### src/sirq_pkg.sv
// package: register offsets, field positions, reset values for sirq block
package sirq_pkg;
    localparam int unsigned ADDR_W = 5;
    localparam int unsigned DATA_W = 16;
    // register offsets (word addresses on the host bus)
    localparam logic [4:0] OFF_FLAG_CC = 5'h1b;
    localparam logic [4:0] OFF_SELFTEST = 5'h1c;
    localparam logic [4:0] OFF_IRQ_EN2 = 5'h1d;
    localparam logic [4:0] OFF_IRQ_ST2 = 5'h1e;
    // reset values
    localparam logic [15:0] RST_FLAGS = 16'h0000;
    localparam logic [15:0] RST_EN2 = 16'h0000;
    localparam logic [15:0] RST_ST2 = 16'h0000;
    localparam logic [15:0] RST_SELFTEST = 16'h0000;
    // self-test status field positions
    localparam int unsigned ST_PROT_DONE = 15;
    localparam int unsigned ST_PROT_BUSY = 14;
    localparam int unsigned ST_PROT_PASS = 13;
    localparam int unsigned ST_PROT_ABORT = 12;
    localparam int unsigned ST_PROT_DONE_OR_BUSY = 11;
    localparam int unsigned ST_RAM_DONE = 7;
    localparam int unsigned ST_RAM_BUSY = 6;
    localparam int unsigned ST_RAM_PASS = 5;
    // second status register field positions
    localparam int unsigned B_SUMMARY = 15;
    localparam int unsigned B_PARITY = 14;
    localparam int unsigned B_ILLEGAL_CMD_OR_MSG_STORED = 13;
    localparam int unsigned B_ROLLOVER = 12;
    localparam int unsigned B_STACK = 11;
    localparam int unsigned B_OPCODE = 10;
    localparam int unsigned B_RT_STK = 9;
    localparam int unsigned B_RT_CIRC = 8;
    localparam int unsigned B_MT_STK = 7;
    localparam int unsigned B_MT_DATA = 6;
    localparam int unsigned B_UIRQ_LO = 2;
    localparam int unsigned B_SELFTEST = 1;
    localparam int unsigned B_FIRST = 0;
    // event bits that can interrupt (14..1)
    localparam logic [15:0] EVENT_MASK = 16'h7ffe;
    // operating modes
    typedef enum logic [1:0] {
        SIRQ_MODE_SEQ = 2'b00,
        SIRQ_MODE_RT = 2'b01,
        SIRQ_MODE_MON = 2'b10
    } sirq_mode_e;
endpackage

### src/sirq_flags.sv
// general purpose flag set/clear register
module sirq_flags (
    input wire logic clk,
    input wire logic rst_n,
    input wire logic wr_stb,
    input wire logic [15:0] wr_data,
    output logic [7:0] flags
);
    typedef struct packed {
        logic [7:0] flags;
    } sirq_flags_s;

    sirq_flags_s st_q; // registered state
    sirq_flags_s st_d; // next state

    // upper byte clears, lower byte sets; set wins on the same bit
    always_comb begin
        st_d = st_q;
        if (wr_stb) begin
            st_d.flags = st_q.flags & ~wr_data[15:8];
            st_d.flags = st_d.flags | wr_data[7:0];
        end
    end

    // state register
    always_ff @(posedge clk or negedge rst_n) begin
        if (!rst_n) begin
            st_q.flags <= sirq_pkg::RST_FLAGS[7:0];
        end else begin
            st_q <= st_d;
        end
    end

    assign flags = st_q.flags;
endmodule // sirq_flags

### src/sirq_top.sv
// secondary interrupt, self-test status and flag register block
module sirq_top (
    input wire logic clk,
    input wire logic rst_n,
    // host register port, same clock as the device
    input wire logic [4:0] host_addr,
    input wire logic host_wr,
    input wire logic host_rd,
    input wire logic [15:0] host_wdata,
    output logic [15:0] host_rdata,
    output logic host_rdata_valid,
    // condition codes for read-back at the flag address
    input wire logic [15:0] cond_code,
    // current operating mode
    input wire logic [1:0] op_mode,
    // event pulses from the device logic
    input wire logic sequencer_instr_parity_err,
    input wire logic illegal_cmd_or_msg_stored,
    input wire logic gp_queue_rollover,
    input wire logic isq_queue_rollover,
    input wire logic call_stack_error,
    input wire logic illegal_opcode_fetch,
    input wire logic terminal_cmd_stack_half,
    input wire logic terminal_circ_buffer_half,
    input wire logic monitor_cmd_stack_half,
    input wire logic monitor_data_stack_half,
    input wire logic sequencer_user_irq_stb,
    input wire logic [15:0] sequencer_user_irq,
    // first interrupt status register contents
    input wire logic [15:0] first_status,
    // self-test status inputs
    input wire logic prot_test_done,
    input wire logic prot_test_busy,
    input wire logic prot_test_pass,
    input wire logic prot_test_abort,
    input wire logic ram_test_done,
    input wire logic ram_test_busy,
    input wire logic ram_test_pass,
    input wire logic self_test_clear,
    // general purpose flags and interrupt request
    output logic [7:0] general_flags,
    output logic irq_req
);
    typedef struct packed {
        logic [15:0] en2;
        logic [15:0] st2;
        logic [15:0] selftest;
        logic [15:0] rdata;
        logic rvalid;
        logic irq;
        logic done; // previous completion level for edge detect
        logic [7:0] gflags; // flags copy that drives the output
    } sirq_top_s;

    sirq_top_s st_q; // registered state
    sirq_top_s st_d; // next state

    logic flag_wr; // host write to the flag address
    logic [7:0] flags_w; // flag register contents
    logic self_test_done; // protocol or memory test finished this cycle
    logic queue_rollover; // mode-selected rollover event
    logic [15:0] ev; // event bits of this cycle

    // writes at the shared address go to the flag register
    assign flag_wr = host_wr && (host_addr == sirq_pkg::OFF_FLAG_CC);

    // flag set/clear register
    sirq_flags u_flags (
        .clk(clk),
        .rst_n(rst_n),
        .wr_stb(flag_wr),
        .wr_data(host_wdata),
        .flags(flags_w)
    );

    // completion edge, used for the self-test event bit
    assign self_test_done = (prot_test_done | ram_test_done) & ~st_q.done;

    // rollover source depends on the mode
    always_comb begin
        case (op_mode)
            sirq_pkg::SIRQ_MODE_SEQ: queue_rollover = gp_queue_rollover;
            sirq_pkg::SIRQ_MODE_RT: queue_rollover = isq_queue_rollover;
            sirq_pkg::SIRQ_MODE_MON: queue_rollover = isq_queue_rollover;
            default: queue_rollover = 1'b0;
        endcase
    end

    // gather event bits into their status positions
    always_comb begin
        ev = 16'h0000;
        ev[sirq_pkg::B_PARITY] = sequencer_instr_parity_err;
        ev[sirq_pkg::B_ILLEGAL_CMD_OR_MSG_STORED] = illegal_cmd_or_msg_stored;
        ev[sirq_pkg::B_ROLLOVER] = queue_rollover;
        // stack errors only count in sequencer mode
        ev[sirq_pkg::B_STACK] = call_stack_error
            && (op_mode == sirq_pkg::SIRQ_MODE_SEQ);
        ev[sirq_pkg::B_OPCODE] = illegal_opcode_fetch;
        ev[sirq_pkg::B_RT_STK] = terminal_cmd_stack_half;
        ev[sirq_pkg::B_RT_CIRC] = terminal_circ_buffer_half;
        ev[sirq_pkg::B_MT_STK] = monitor_cmd_stack_half;
        ev[sirq_pkg::B_MT_DATA] = monitor_data_stack_half;
        ev[sirq_pkg::B_SELFTEST] = self_test_done;
    end

    // register file next state
    always_comb begin
        st_d = st_q;
        // enable register write
        if (host_wr && host_addr == sirq_pkg::OFF_IRQ_EN2) begin
            st_d.en2 = host_wdata;
        end
        // sticky events, set regardless of enable
        st_d.st2 = st_q.st2 | (ev & sirq_pkg::EVENT_MASK);
        // user irq bits take the parameter's low four bits
        if (sequencer_user_irq_stb) begin
            st_d.st2[5:2] = sequencer_user_irq[3:0];
        end
        // summary bits are live
        st_d.st2[sirq_pkg::B_FIRST] = |first_status;
        st_d.st2[sirq_pkg::B_SUMMARY] =
            |(st_d.st2 & sirq_pkg::EVENT_MASK);
        // self-test bits sticky until the test is restarted
        if (self_test_clear) begin
            st_d.selftest = sirq_pkg::RST_SELFTEST;
        end
        if (prot_test_done) st_d.selftest[sirq_pkg::ST_PROT_DONE] = 1'b1;
        if (prot_test_busy) st_d.selftest[sirq_pkg::ST_PROT_BUSY] = 1'b1;
        if (prot_test_pass) st_d.selftest[sirq_pkg::ST_PROT_PASS] = 1'b1;
        if (prot_test_abort) st_d.selftest[sirq_pkg::ST_PROT_ABORT] = 1'b1;
        if (prot_test_done | prot_test_busy) begin
            st_d.selftest[sirq_pkg::ST_PROT_DONE_OR_BUSY] = 1'b1;
        end
        if (ram_test_done) begin
            st_d.selftest[sirq_pkg::ST_RAM_DONE] = 1'b1;
        end
        if (ram_test_busy) begin
            st_d.selftest[sirq_pkg::ST_RAM_BUSY] = 1'b1;
        end
        if (ram_test_pass) begin
            st_d.selftest[sirq_pkg::ST_RAM_PASS] = 1'b1;
        end
        // unused positions forced low
        st_d.selftest[10:8] = 3'b000;
        st_d.selftest[4:0] = 5'b0_0000;
        // completion level kept for the rising-edge detect
        st_d.done = prot_test_done | ram_test_done;
        // flags copied so the output comes from a register
        st_d.gflags = flags_w;
        // masked interrupt request
        st_d.irq = |(st_q.st2 & st_q.en2 & sirq_pkg::EVENT_MASK);
        // read data, registered
        st_d.rvalid = host_rd;
        st_d.rdata = 16'h0000;
        if (host_rd) begin
            case (host_addr)
                sirq_pkg::OFF_FLAG_CC: st_d.rdata = cond_code;
                sirq_pkg::OFF_SELFTEST: st_d.rdata = st_q.selftest;
                sirq_pkg::OFF_IRQ_EN2: st_d.rdata = st_q.en2;
                sirq_pkg::OFF_IRQ_ST2: st_d.rdata = st_q.st2;
                default: st_d.rdata = 16'h0000;
            endcase
        end
    end

    // state register
    always_ff @(posedge clk or negedge rst_n) begin
        if (!rst_n) begin
            st_q.en2 <= sirq_pkg::RST_EN2;
            st_q.st2 <= sirq_pkg::RST_ST2;
            st_q.selftest <= sirq_pkg::RST_SELFTEST;
            st_q.rdata <= 16'h0000;
            st_q.rvalid <= 1'b0;
            st_q.irq <= 1'b0;
            st_q.done <= 1'b0;
            st_q.gflags <= 8'h00;
        end else begin
            st_q <= st_d;
        end
    end

    assign general_flags = st_q.gflags;
    assign host_rdata = st_q.rdata;
    assign host_rdata_valid = st_q.rvalid;
    assign irq_req = st_q.irq;
endmodule // sirq_top

### config.mk
export PLATFORM = sky130hd
export DESIGN_NAME = sirq_top
export DESIGN_NICKNAME = d
export VERILOG_FILES = /design/src/sirq_pkg.sv /design/src/sirq_flags.sv /design/src/sirq_top.sv
export SDC_FILE = /design/constraint.sdc
export NUM_CORES = 1
export LEC_CHECK = 0
export ABC_AREA = 1
export BUFFER_PORTS_ARGS = -buffer_cell sky130_fd_sc_hd__clkbuf_2
export CAP_MARGIN = 20
export CORE_UTILIZATION = 52
export DETAILED_ROUTE_END_ITERATION = 10
export GPL_TIMING_DRIVEN = 0
export PLACE_DENSITY = 0.91
export SETUP_SLACK_MARGIN = 0.05
export SLEW_MARGIN = 20
export SYNTH_ARGS = -nofsm -noshare
export SYNTH_HDL_FRONTEND = slang
export SYNTH_SLANG_ARGS = --single-unit
export TNS_END_PERCENT = 100
### constraint.sdc
create_clock -name clk -period 3.1 [get_ports clk]
set_input_delay 0.155 -clock clk [delete_from_list [all_inputs] [get_ports clk]]
set_output_delay 0.155 -clock clk [all_outputs]
set_load 0.01 [all_outputs]
==> results of run 1 <==
## per-stage QoR
stage | utilization, % | total power, mW
after floorplan | - | 1.35
after global placement | 64.6 | 1.50
after detailed placement | 65.0 | 1.52
after CTS | 68.8 | 2.34
after global routing | 68.8 | 2.44
final | 68.8 | 2.34
## layout by cell type, fill, tap and decap left out
cell	netlist	routed
and3_1	1	1
ha_1	2	2
o21ai_2	2	2
bufinv_16	0	2
nand3_1	70	70
nand3_2	1	1
buf_6	1	1
nor4_1	2	2
inv_2	2	2
buf_4	26	26
clkbuf_8	0	10
nand2_2	3	3
buf_16	0	1
clkinv_2	0	1
clkinv_4	0	1
buf_8	1	1
o21ai_1	16	16
o21bai_1	6	6
or2_2	1	1
nand3b_1	2	2
a21oi_1	3	3
clkbuf_1	1	3
nor2_4	4	4
dfrtp_1	75	75
buf_2	9	9
clkbuf_2	0	106
inv_1	65	65
dlygate4sd3_1	0	3
nand2_1	74	74
nor2_1	32	32
o21ai_0	21	21
clkbuf_4	0	1
nand4_1	2	2
## cell type report
cell class                 instances  area, um^2  area share, %
buffer                            38         270           6.04
inverter                          67         251           5.62
clock buffer                      12         145           3.25
tap                               77        96.3           2.15
timing repair buffer             111         596           13.3
multi-input combinational        242        1160           26.0
clock inverter                     4        73.8           1.65
sequential                        75        1880           42.0
## path summary, 6_finish.rpt
check / start / depth (start not counted) / end / slack, ns
setup reg to reg: st_q[49] / 5 / st_q[58] / 1.94
hold / removal: prot_test_pass / 2 / st_q[40] / 0.01
max in group asynchronous: rst_n / 3 / host_rdata[13] / 2.21
min in group asynchronous: rst_n / 2 / general_flags[6] / 0.33
setup / recovery: st_q[49] / 5 / st_q[58] / 1.94
hold reg to reg: u_flags.flags[7] / 0 / general_flags[7] / 0.38
## flip-flops by register name, summed over array words and instances, names as in the netlist
register          flops
st_q                 41
host_rdata_valid      1
u_flags.flags         8
general_flags         8
host_rdata           16
irq_req               1
## kinds of logic after synthesis
group,after synthesis,synth area share (%)
AOI/OAI and AO/OA,48,7.38
DFF,75,52.7
buffers and inverters,105,14.7
and+or+nand+nor,192,24.6
adders and majority gates,2,0.703
## routing by layer
metal  vias up  wire length, um  GRT usage [%]
met5         -                0              0
met4         0              321           14.8
met3        32              553           4.33
met2       168             4170           43.3
met1      1479             3330           31.7
li1       1548                -              -
## where the power goes
part,internal (mW),switching (mW),leakage [nW]
sequential,1.08,0.0687,0.875
clock,0.476,0.347,0.111
combinational,0.170,0.189,1.51
## cells in the mapped netlist
cell | count | share of area [%]
dfrtp_1 | 75 | 53
nand2_1 | 74 | 7.8
nand3_1 | 70 | 9.8
inv_1 | 65 | 6.9
nor2_1 | 32 | 3.4
buf_4 | 26 | 5.5
o21ai_0 | 21 | 3.0
o21ai_1 | 16 | 2.2
buf_2 | 9 | 1.3
o21bai_1 | 6 | 1.3
nor2_4 | 4 | 1.3
a21oi_1 | 3 | 0.42
nand2_2 | 3 | 0.53
ha_1 | 2 | 0.70
inv_2 | 2 | 0.21
nand3b_1 | 2 | 0.42
nand4_1 | 2 | 0.35
nor4_1 | 2 | 0.35
o21ai_2 | 2 | 0.49
and3_1 | 1 | 0.18
buf_6 | 1 | 0.32
buf_8 | 1 | 0.42
clkbuf_1 | 1 | 0.11
nand3_2 | 1 | 0.28
or2_2 | 1 | 0.18
## worst reg2reg max path, stage by stage (launching register included)
cell and delay (ns):
dfrtp_1 0.42, or2_2 0.33, nor2_1 0.13, nand2_1 0.06, nor2_1 0.08, nand2_1 0.05
==> flow_summary_export.csv, run 1 <==
group,metric,value,unit
cts,postCtsHoldBufs,3,
power,vdd_drop_max,0.241,mV
grt,antenna_found_initial,0,
sta,setup-tns-final,0,ns
status,violations,"DRC",
cts,clk_path_buf_depth,2,
layout,design_area,4470,um^2
cts,clk_latency,0.34,ns
cts,cts-buffers-inserted,9,
setup_path,critPathTopFamily,"simple AND/OR/NAND/NOR gates",
route,routedWlPerCell,13.4,um
die,core,6490,um^2
synthesis,netlist_instances,422,
job,maxCapViolations,0,
die,initial_core_util,54.8,%
sta,hold_ws,0.0110,ns
sta,fin_crit_sh,37.5,%
layout,area_growth,25.6,%
sta,tightest_slew,0.416,ns
grt,grt_pass1_wl,14.3,mm
status,status,"finished with violations",
route,route.detailed.drc,6,
setup_path,critPathMaxStageDelay,0.42,ns
route,dr.pass1.iters,8,
power,cellLeakagePower,2.50,nW
cts,cts.sinks,75,
layout,antenna_cells,0,
sta,max_freq,861,MHz
power,powerDensity,522,nW/um^2
layout,drive_gt1_share,31.3,%
synthesis,yosys_warnings,0,
placement,portBuffers,107,
die,die_w,84.8,um
grt,grtUsageTotal,25.8,%
cts,htreeDepth,3,
sta,min_period,1.16,ns
setup_path,crit_arrival,1.39,ns
cts,root_buffer,"clkbuf_8",
cts,cts_setup_buffers,0,
route,antenna_left,0,
synthesis,synth_cell_types,25,
setup_path,cpMaxStageDelayCell,"dfrtp_1",
sta,setup_viol,0,
layout,fillers,502,
cts,postCtsResizedCells,0,
synthesis,syn_area,3560,um^2
setup_path,critPathLaunchType,"flop",
route,vias_per_cell,5.15,
setup_path,path_buf_inv,0,
die,die_height,84.8,um
placement,dpl.hpwl,6.36,mm
sta,rsz0062_at_grt,"false",
setup_path,critPathMaxFanout,3,
layout,finalNonFillerCells,626,
sta,fin_worst_skew,0.00866,ns
placement,finalWeightedCongestion,0.866,
sta,hold_viol_final,0,
cts,clk_pin_slew_worst_paths,0.07,ns
setup_path,crit_type,"reg -> reg",
worst_hold_path,hp-class,"in -> reg",
setup_path,crit_chain,"or2_2 -> nor2_1 -> nand2_1 -> nor2_1 -> nand2_1",
placement,postPlaceCellArea,4220,um^2
sta,finalMaxSlewViolations,0,
grt,overflow,0,
grt,grt_pass1_vias,3183,
die,rows,29,
route,wirelength,8.37,mm
route,vias,3227,
synthesis,syn_nets,518,
sta,worst_slack,1.94,ns
placement,dp_cells,607,
synthesis,avgSynthCellArea,8.44,um^2
setup_path,cp.required,3.33,ns
layout,layout.nets,640,
synthesis,synth_seq_area_share,52.7,%
route,drtIter0Drc,268,
die,pin_count,120,
synthesis,ys_ff_latch,75,
placement,post-place-ws,1.79,ns
grt,grt_max_degree,53,
cts,tritoncts,"done",
sta,relSlewSlack,72.2,%
setup_path,critPathCaptureType,"flop",
die,die_area,7180,um^2
No activity file was read; power rests on OpenSTA's default activity.
==> run 2, diff against run 1 <==
--- a/config.mk
+++ b/config.mk
@@ -5,13 +5,13 @@
 export SDC_FILE = /design/constraint.sdc
 export NUM_CORES = 1
 export LEC_CHECK = 0
-export ABC_AREA = 1
+export ABC_AREA = 0
 export BUFFER_PORTS_ARGS = -buffer_cell sky130_fd_sc_hd__clkbuf_2
 export CAP_MARGIN = 20
-export CORE_UTILIZATION = 52
+export CORE_UTILIZATION = 50
 export DETAILED_ROUTE_END_ITERATION = 10
 export GPL_TIMING_DRIVEN = 0
-export PLACE_DENSITY = 0.91
+export PLACE_DENSITY = 0.89
 export SETUP_SLACK_MARGIN = 0.05
 export SLEW_MARGIN = 20
 export SYNTH_ARGS = -nofsm -noshare
==> constraint.sdc (replaced) <==
create_clock -name clk -period 1.1 [get_ports clk]
set_input_delay 0.055 -clock clk [delete_from_list [all_inputs] [get_ports clk]]
set_output_delay 0.055 -clock clk [all_outputs]
set_load 0.01 [all_outputs]
==> flow_summary_export.csv, run 2 <==
group,metric,value,unit
synthesis,synthArstFlopShare,100,%
synthesis,synth.area.top_cells,"dfrtp_1 (53%), and3b_1 (8.4%), mux2_2 (5.7%)",
grt,grt_pass1_wl,16.1,mm
synthesis,syn_area,3530,um^2
sta,finalMaxSlewViolations,0,
cts,clk_pin_slew_worst_paths,0.07,ns
grt,antenna_found_initial,0,
placement,dpl.hpwl,6.89,mm
synthesis,syn_nets,392,
synthesis,synth-simple-area-share,16.8,%
sta,min_period,1.43,ns
route,vias_per_cell,5.67,
setup_path,critPathCaptureType,"flop",
die,die_height,86.0,um
synthesis,synth-compound-area-share,11.2,%
sta,relSlewSlack,71.9,%
die,pin_count,120,
power,clkPwrFrac,29.4,%
power,powerDensity,1260,nW/um^2
power,p_comb_share,18.6,%
sta,rsz0062_at_grt,"true",
power,internal_power,4.54,mW
status,status,"finished with violations",
layout,layout_commonest_cell,"clkbuf_2",
setup_path,critPathMaxFanout,3,
synthesis,synth_cell_types,34,
sta,tightest_slew,0.422,ns
synthesis,synth_area_leader_cell,"dfrtp_1",
sta,max_freq,701,MHz
layout,utilization,73.4,%
synthesis,synth_flop_cell,"dfrtp_1",
layout,top_register,"st_q",
setup_path,cp.required,1.31,ns
synthesis,synth_mux_area_share,10.0,%
sta,worst_slack,-0.326,ns
route,antenna_left,0,
die,die_area,7400,um^2
power,p_sw,1.74,mW
layout,multi_input_area,1430,um^2
grt,grt_max_degree,46,
sta,setup-tns-final,-0.475,ns
power,power,6.27,mW
synthesis,yosys_warnings,0,
sta,fin_worst_skew,0.00903,ns
layout,antenna_cells,0,
layout,drive_gt1_share,44.4,%
grt,overflow,0,
die,core,6790,um^2
route,route.detailed.drc,0,
die,rows,30,
cts,root_buffer,"clkbuf_8",
layout,layout.nets,562,
layout,fillers,444,
grt,grtUsageTotal,29.5,%
grt,use_met2,49.3,%
grt,grt.busiest_layer,"met2",
layout,seqCellArea,1880,um^2
synthesis,ys_ff_latch,75,
setup_path,critPathLaunchType,"flop",
cts,tritoncts,"done",
power,vdd_drop_max,1.26,mV
power,seqPwrFrac,52.1,%
route,dr.pass1.iters,5,
placement,portBuffers,107,
layout,final_cell_mix,"clkbuf_2 (103), dfrtp_1 (74), dlygate4sd3_1 (48), and3b_1 (34), buf_4 (25)",
status,violations,"hold timing, setup timing",
synthesis,synth_top_area_share,53.2,%
cts,clk_path_buf_depth,2,
route,routedWlPerCell,18.9,um
synthesis,synth_fa_ha_area_share,0.709,%
route,drtIter0Drc,436,
power,cellLeakagePower,2.47,nW
setup_path,crit_type,"reg -> reg",
cts,htreeDepth,3,
synthesis,netlist_instances,296,
layout,area_growth,41.3,%
cts,cts-buffers-inserted,9,
synthesis,synth_seq_area_share,53.2,%
cts,clk_latency,0.35,ns
grt,gr-usage-met3,6.54,%
job,maxCapViolations,0,
synthesis,synth-xor-area-share,0,%
placement,finalWeightedCongestion,0.924,
die,initial_core_util,51.9,%
sta,hold_viol_final,3,
sta,setup_viol,2,
power,switching_share,27.7,%
die,die_w,86.0,um
placement,post-place-ws,-0.431,ns
route,vias,3215,
cts,cts.sinks,75,
synthesis,synth.most_common_cell,"dfrtp_1",
grt,grtUsageMet1,35.7,%
grt,grt_pass1_vias,3160,
sta,hold_ws,-0.0782,ns
worst_hold_path,hp-class,"in -> reg",
synthesis,synth_top_family_by_area,"simple AND/OR/NAND/NOR gates",
layout,largest_reg_flops,41,
synthesis,synth_edf_count,0,
setup_path,crit_arrival,1.64,ns
synthesis,avgSynthCellArea,11.9,um^2
synthesis,synth.top_cells.by_count,"dfrtp_1 (75), and3b_1 (34), buf_4 (25), mux2_2 (18)",
route,wirelength,10.7,mm
sta,fin_crit_sh,130,%
run 2: power groups by stage:
| stage | clock network, mW | registers (mW) | logic (mW) |
|---|---|---|---|
| floorplan | 0 | 3.19 | 0.581 |
| global placement | 0 | 3.27 | 0.917 |
| detailed placement | 0 | 3.29 | 0.960 |
| CTS | 1.87 | 3.24 | 1.11 |
| global route | 1.98 | 3.28 | 1.25 |
| finish | 1.84 | 3.27 | 1.16 |
run 2: stage by stage:
stage          instances  area [um^2]
2_1_floorplan        296         3530
3_3_place_gp         499         4190
3_5_place_dp         500         4210
4_1_cts              565         4900
5_1_grt              567         4990
6_report             567         4990
run 2: layer usage:
layer,routed length (um),part of all wire [%]
met1,3870,36
met2,5260,49
met3,943,8.8
met4,625,5.8
met5,0,0
run 2: worst max-delay path, cell delays in order (launching register included):
cell      delay, ns
dfrtp_1        0.40
or4_4          0.53
nor4_4         0.24
nand4b_1       0.13
run 2: cell type report:
type	count	share of cell area (%)
clock buffer	10	2.56
timing repair buffer	163	22.7
clock inverter	6	0.828
sequential	75	37.7
inverter	4	0.301
multi-input combinational	176	28.6
buffer	37	4.92
tap	96	2.41
run 2: worst paths after layout:
check / from / end / slack, ns / cells past startpoint
hold / removal: terminal_circ_buffer_half / st_q[51] / -0.08 / 2
min in group asynchronous: rst_n / u_flags.flags[1] / 0.20 / 2
setup reg to reg: st_q[49] / st_q[58] / -0.33 / 3
hold reg to reg: u_flags.flags[0] / general_flags[0] / 0.39 / 0
max in group asynchronous: rst_n / st_q[44] / 0.30 / 3
setup / recovery: st_q[49] / st_q[58] / -0.33 / 3
run 2: cell families (layout without fill, tap and decap cells):
kind of cell,Yosys count,in the layout
muxes,28,28
buffers and inverters,45,220
adders and majority gates,2,2
DFF,75,75
AOI/OAI and AO/OA,61,61
and+or+nand+nor,85,85
run 2: repair_timing:
item / 4_1_cts / 5_1_grt
pin swaps: 5 / 11
hold buffers: 47 / 1
endpoints found under the setup margin: 13 / 20
endpoints found under the hold margin: 77 / 5
gates resized for setup: 9 / 30
buffers inserted: 2 / 6
==> run 3, diff against run 2 <==
--- a/config.mk
+++ b/config.mk
@@ -8,6 +8,7 @@
 export ABC_AREA = 0
 export BUFFER_PORTS_ARGS = -buffer_cell sky130_fd_sc_hd__clkbuf_2
 export CAP_MARGIN = 20
+export CORE_ASPECT_RATIO = 1.4
 export CORE_UTILIZATION = 50
 export DETAILED_ROUTE_END_ITERATION = 10
 export GPL_TIMING_DRIVEN = 0
==> flow_summary_export.csv, run 3 (synthesis results as in run 2) <==
group,metric,value,unit
placement,finalWeightedCongestion,0.893,
cts,cts-buffers-inserted,9,
placement,dp_cells,496,
route,antenna_left,0,
route,drtIter0Drc,175,
setup_path,critPathLaunchType,"flop",
sta,min_period,1.46,ns
grt,grt_max_degree,46,
setup_path,timing.rr.start,"st_q[57]",
grt,grtUsageTotal,27.1,%
sta,relSlewSlack,71.5,%
layout,layout_commonest_cell,"clkbuf_2",
die,die_w,73.0,um
layout,layout.nets,560,
setup_path,cpMaxStageDelayCell,"or4_4",
setup_path,critPathMaxStageDelay,0.56,ns
job,maxCapViolations,0,
die,rows,35,
grt,grt_pass1_wl,14.7,mm
grt,grt_pass1_vias,3091,
cts,cts.sinks,75,
sta,max_freq,686,MHz
worst_hold_path,hp-class,"in -> reg",
setup_path,critPathMaxFanout,2,
sta,worst_slack,-0.358,ns
sta,hold_ws,-0.0574,ns
layout,fillers,427,
die,initial_core_util,52.7,%
setup_path,crit_chain,"or4_4 -> nor4_4 -> nand4b_1",
route,vias_per_cell,5.40,
sta,setup_viol,2,
sta,rsz0062_at_grt,"true",
grt,antenna_found_initial,0,
setup_path,critPathCaptureType,"flop",
setup_path,crit_type,"reg -> reg",
cts,postCtsHoldBufs,48,
cts,clk_pin_slew_worst_paths,0.08,ns
power,powerDensity,1290,nW/um^2
layout,drive_gt1_share,44.3,%
route,wirelength,9.56,mm
cts,root_buffer,"clkbuf_8",
placement,portBuffers,107,
worst_hold_path,min_from,"terminal_circ_buffer_half",
status,violations,"hold timing, setup timing",
power,cellLeakagePower,2.50,nW
route,route.detailed.drc,0,
cts,clk_latency,0.35,ns
cts,clk_path_buf_depth,2,
setup_path,crit_arrival,1.68,ns
setup_path,critPathTopFamily,"simple AND/OR/NAND/NOR gates",
layout,antenna_cells,0,
setup_path,path_buf_inv,0,
sta,setup-tns-final,-0.572,ns
die,die_area,7400,um^2
setup_path,crit_path_start,"st_q[57]",
layout,finalNonFillerCells,561,
die,die_height,101,um
setup_path,cp.required,1.32,ns
layout,top_register,"st_q",
layout,area_growth,42.9,%
layout,final_cell_mix,"clkbuf_2 (98), dfrtp_1 (74), dlygate4sd3_1 (48), and3b_1 (34), buf_4 (23)",
status,status,"finished with violations",
route,dr.pass1.iters,4,
die,pin_count,120,
sta,fin_worst_skew,0.00847,ns
sta,tightest_slew,0.427,ns
cts,tritoncts,"done",
sta,fin_crit_sh,133,%
placement,dpl.hpwl,6.36,mm
sta,hold_viol_final,5,
power,vdd_drop_max,0.713,mV
grt,overflow,0,
layout,utilization,75.3,%
route,routedWlPerCell,17.0,um
route,vias,3029,
sta,finalMaxSlewViolations,0,
die,core,6700,um^2
layout,largest_reg_flops,41,
cts,htreeDepth,3,
[run 3: cell types whose count changed in the layout (fill, tap and decap cells not counted), moves of 2 or more]
cell        previous run  this run
buf_4                 25        23
clkbuf_2             103        98
buf_6                  9        15
clkinvlp_4             3         0
clkinv_4               0         2
[run 3: repair_timing]
item | 4_1_cts | 5_1_grt
setup endpoints to repair | 14 | 24
setup buffers | 5 | 5
resized for setup | 14 | 39
pin swaps | 5 | 8
endpoints found under the hold margin | 77 | 5
[run 3: final cells by class]
class	count	area (um^2)	share of cell area, %
plain buffers	34	231	4.59
flip-flops and latches	75	1880	37.2
clock buffers	11	141	2.80
inverters	4	15.0	0.298
repair buffers	164	1180	23.3
well taps	92	115	2.28
multi-input cells	176	1420	28.2
clock inverters	5	61.3	1.22
[run 3: stage by stage]
step                      total power, mW  hold WS (ns)  area (um^2)  setup WS, ns
final                                6.53       -0.0574         5040        -0.358
after global routing                 6.78       -0.0453         5040        -0.415
after CTS                            6.47       -0.0748         4960        -0.332
after detailed placement             4.21        0.0411         4210        -0.485
after global placement               4.16         0.180         4180        -0.529
after floorplan                      3.77        -0.241         3530        -0.216
[run 3: path summary, 6_finish.rpt]
check                                   end  slack (ns)  depth (start not counted)
hold reg to reg            general_flags[2]        0.39                          0
min in group asynchronous          st_q[43]        0.20                          2
max in group asynchronous  general_flags[6]        0.33                          3
hold / removal                     st_q[51]       -0.06                          2
setup / recovery                   st_q[58]       -0.36                          3
setup reg to reg                   st_q[58]       -0.36                          3
[run 3: power breakdown]
part           total [mW]  internal [mW]  leakage [nW]  switching [mW]
sequential           3.24           3.03         0.900           0.211
clock                2.15           1.12         0.104            1.03
combinational        1.14          0.703          1.49           0.436
[run 3: per-layer routing]
metal | track usage [%] | vias up | share of wire, %
met2 | 48.3 | 142 | 51
met3 | 3.28 | 38 | 4.9
met1 | 30.0 | 1463 | 39
met4 | 17.5 | 0 | 4.6
li1 | - | 1386 | -
met5 | 0 | - | 0
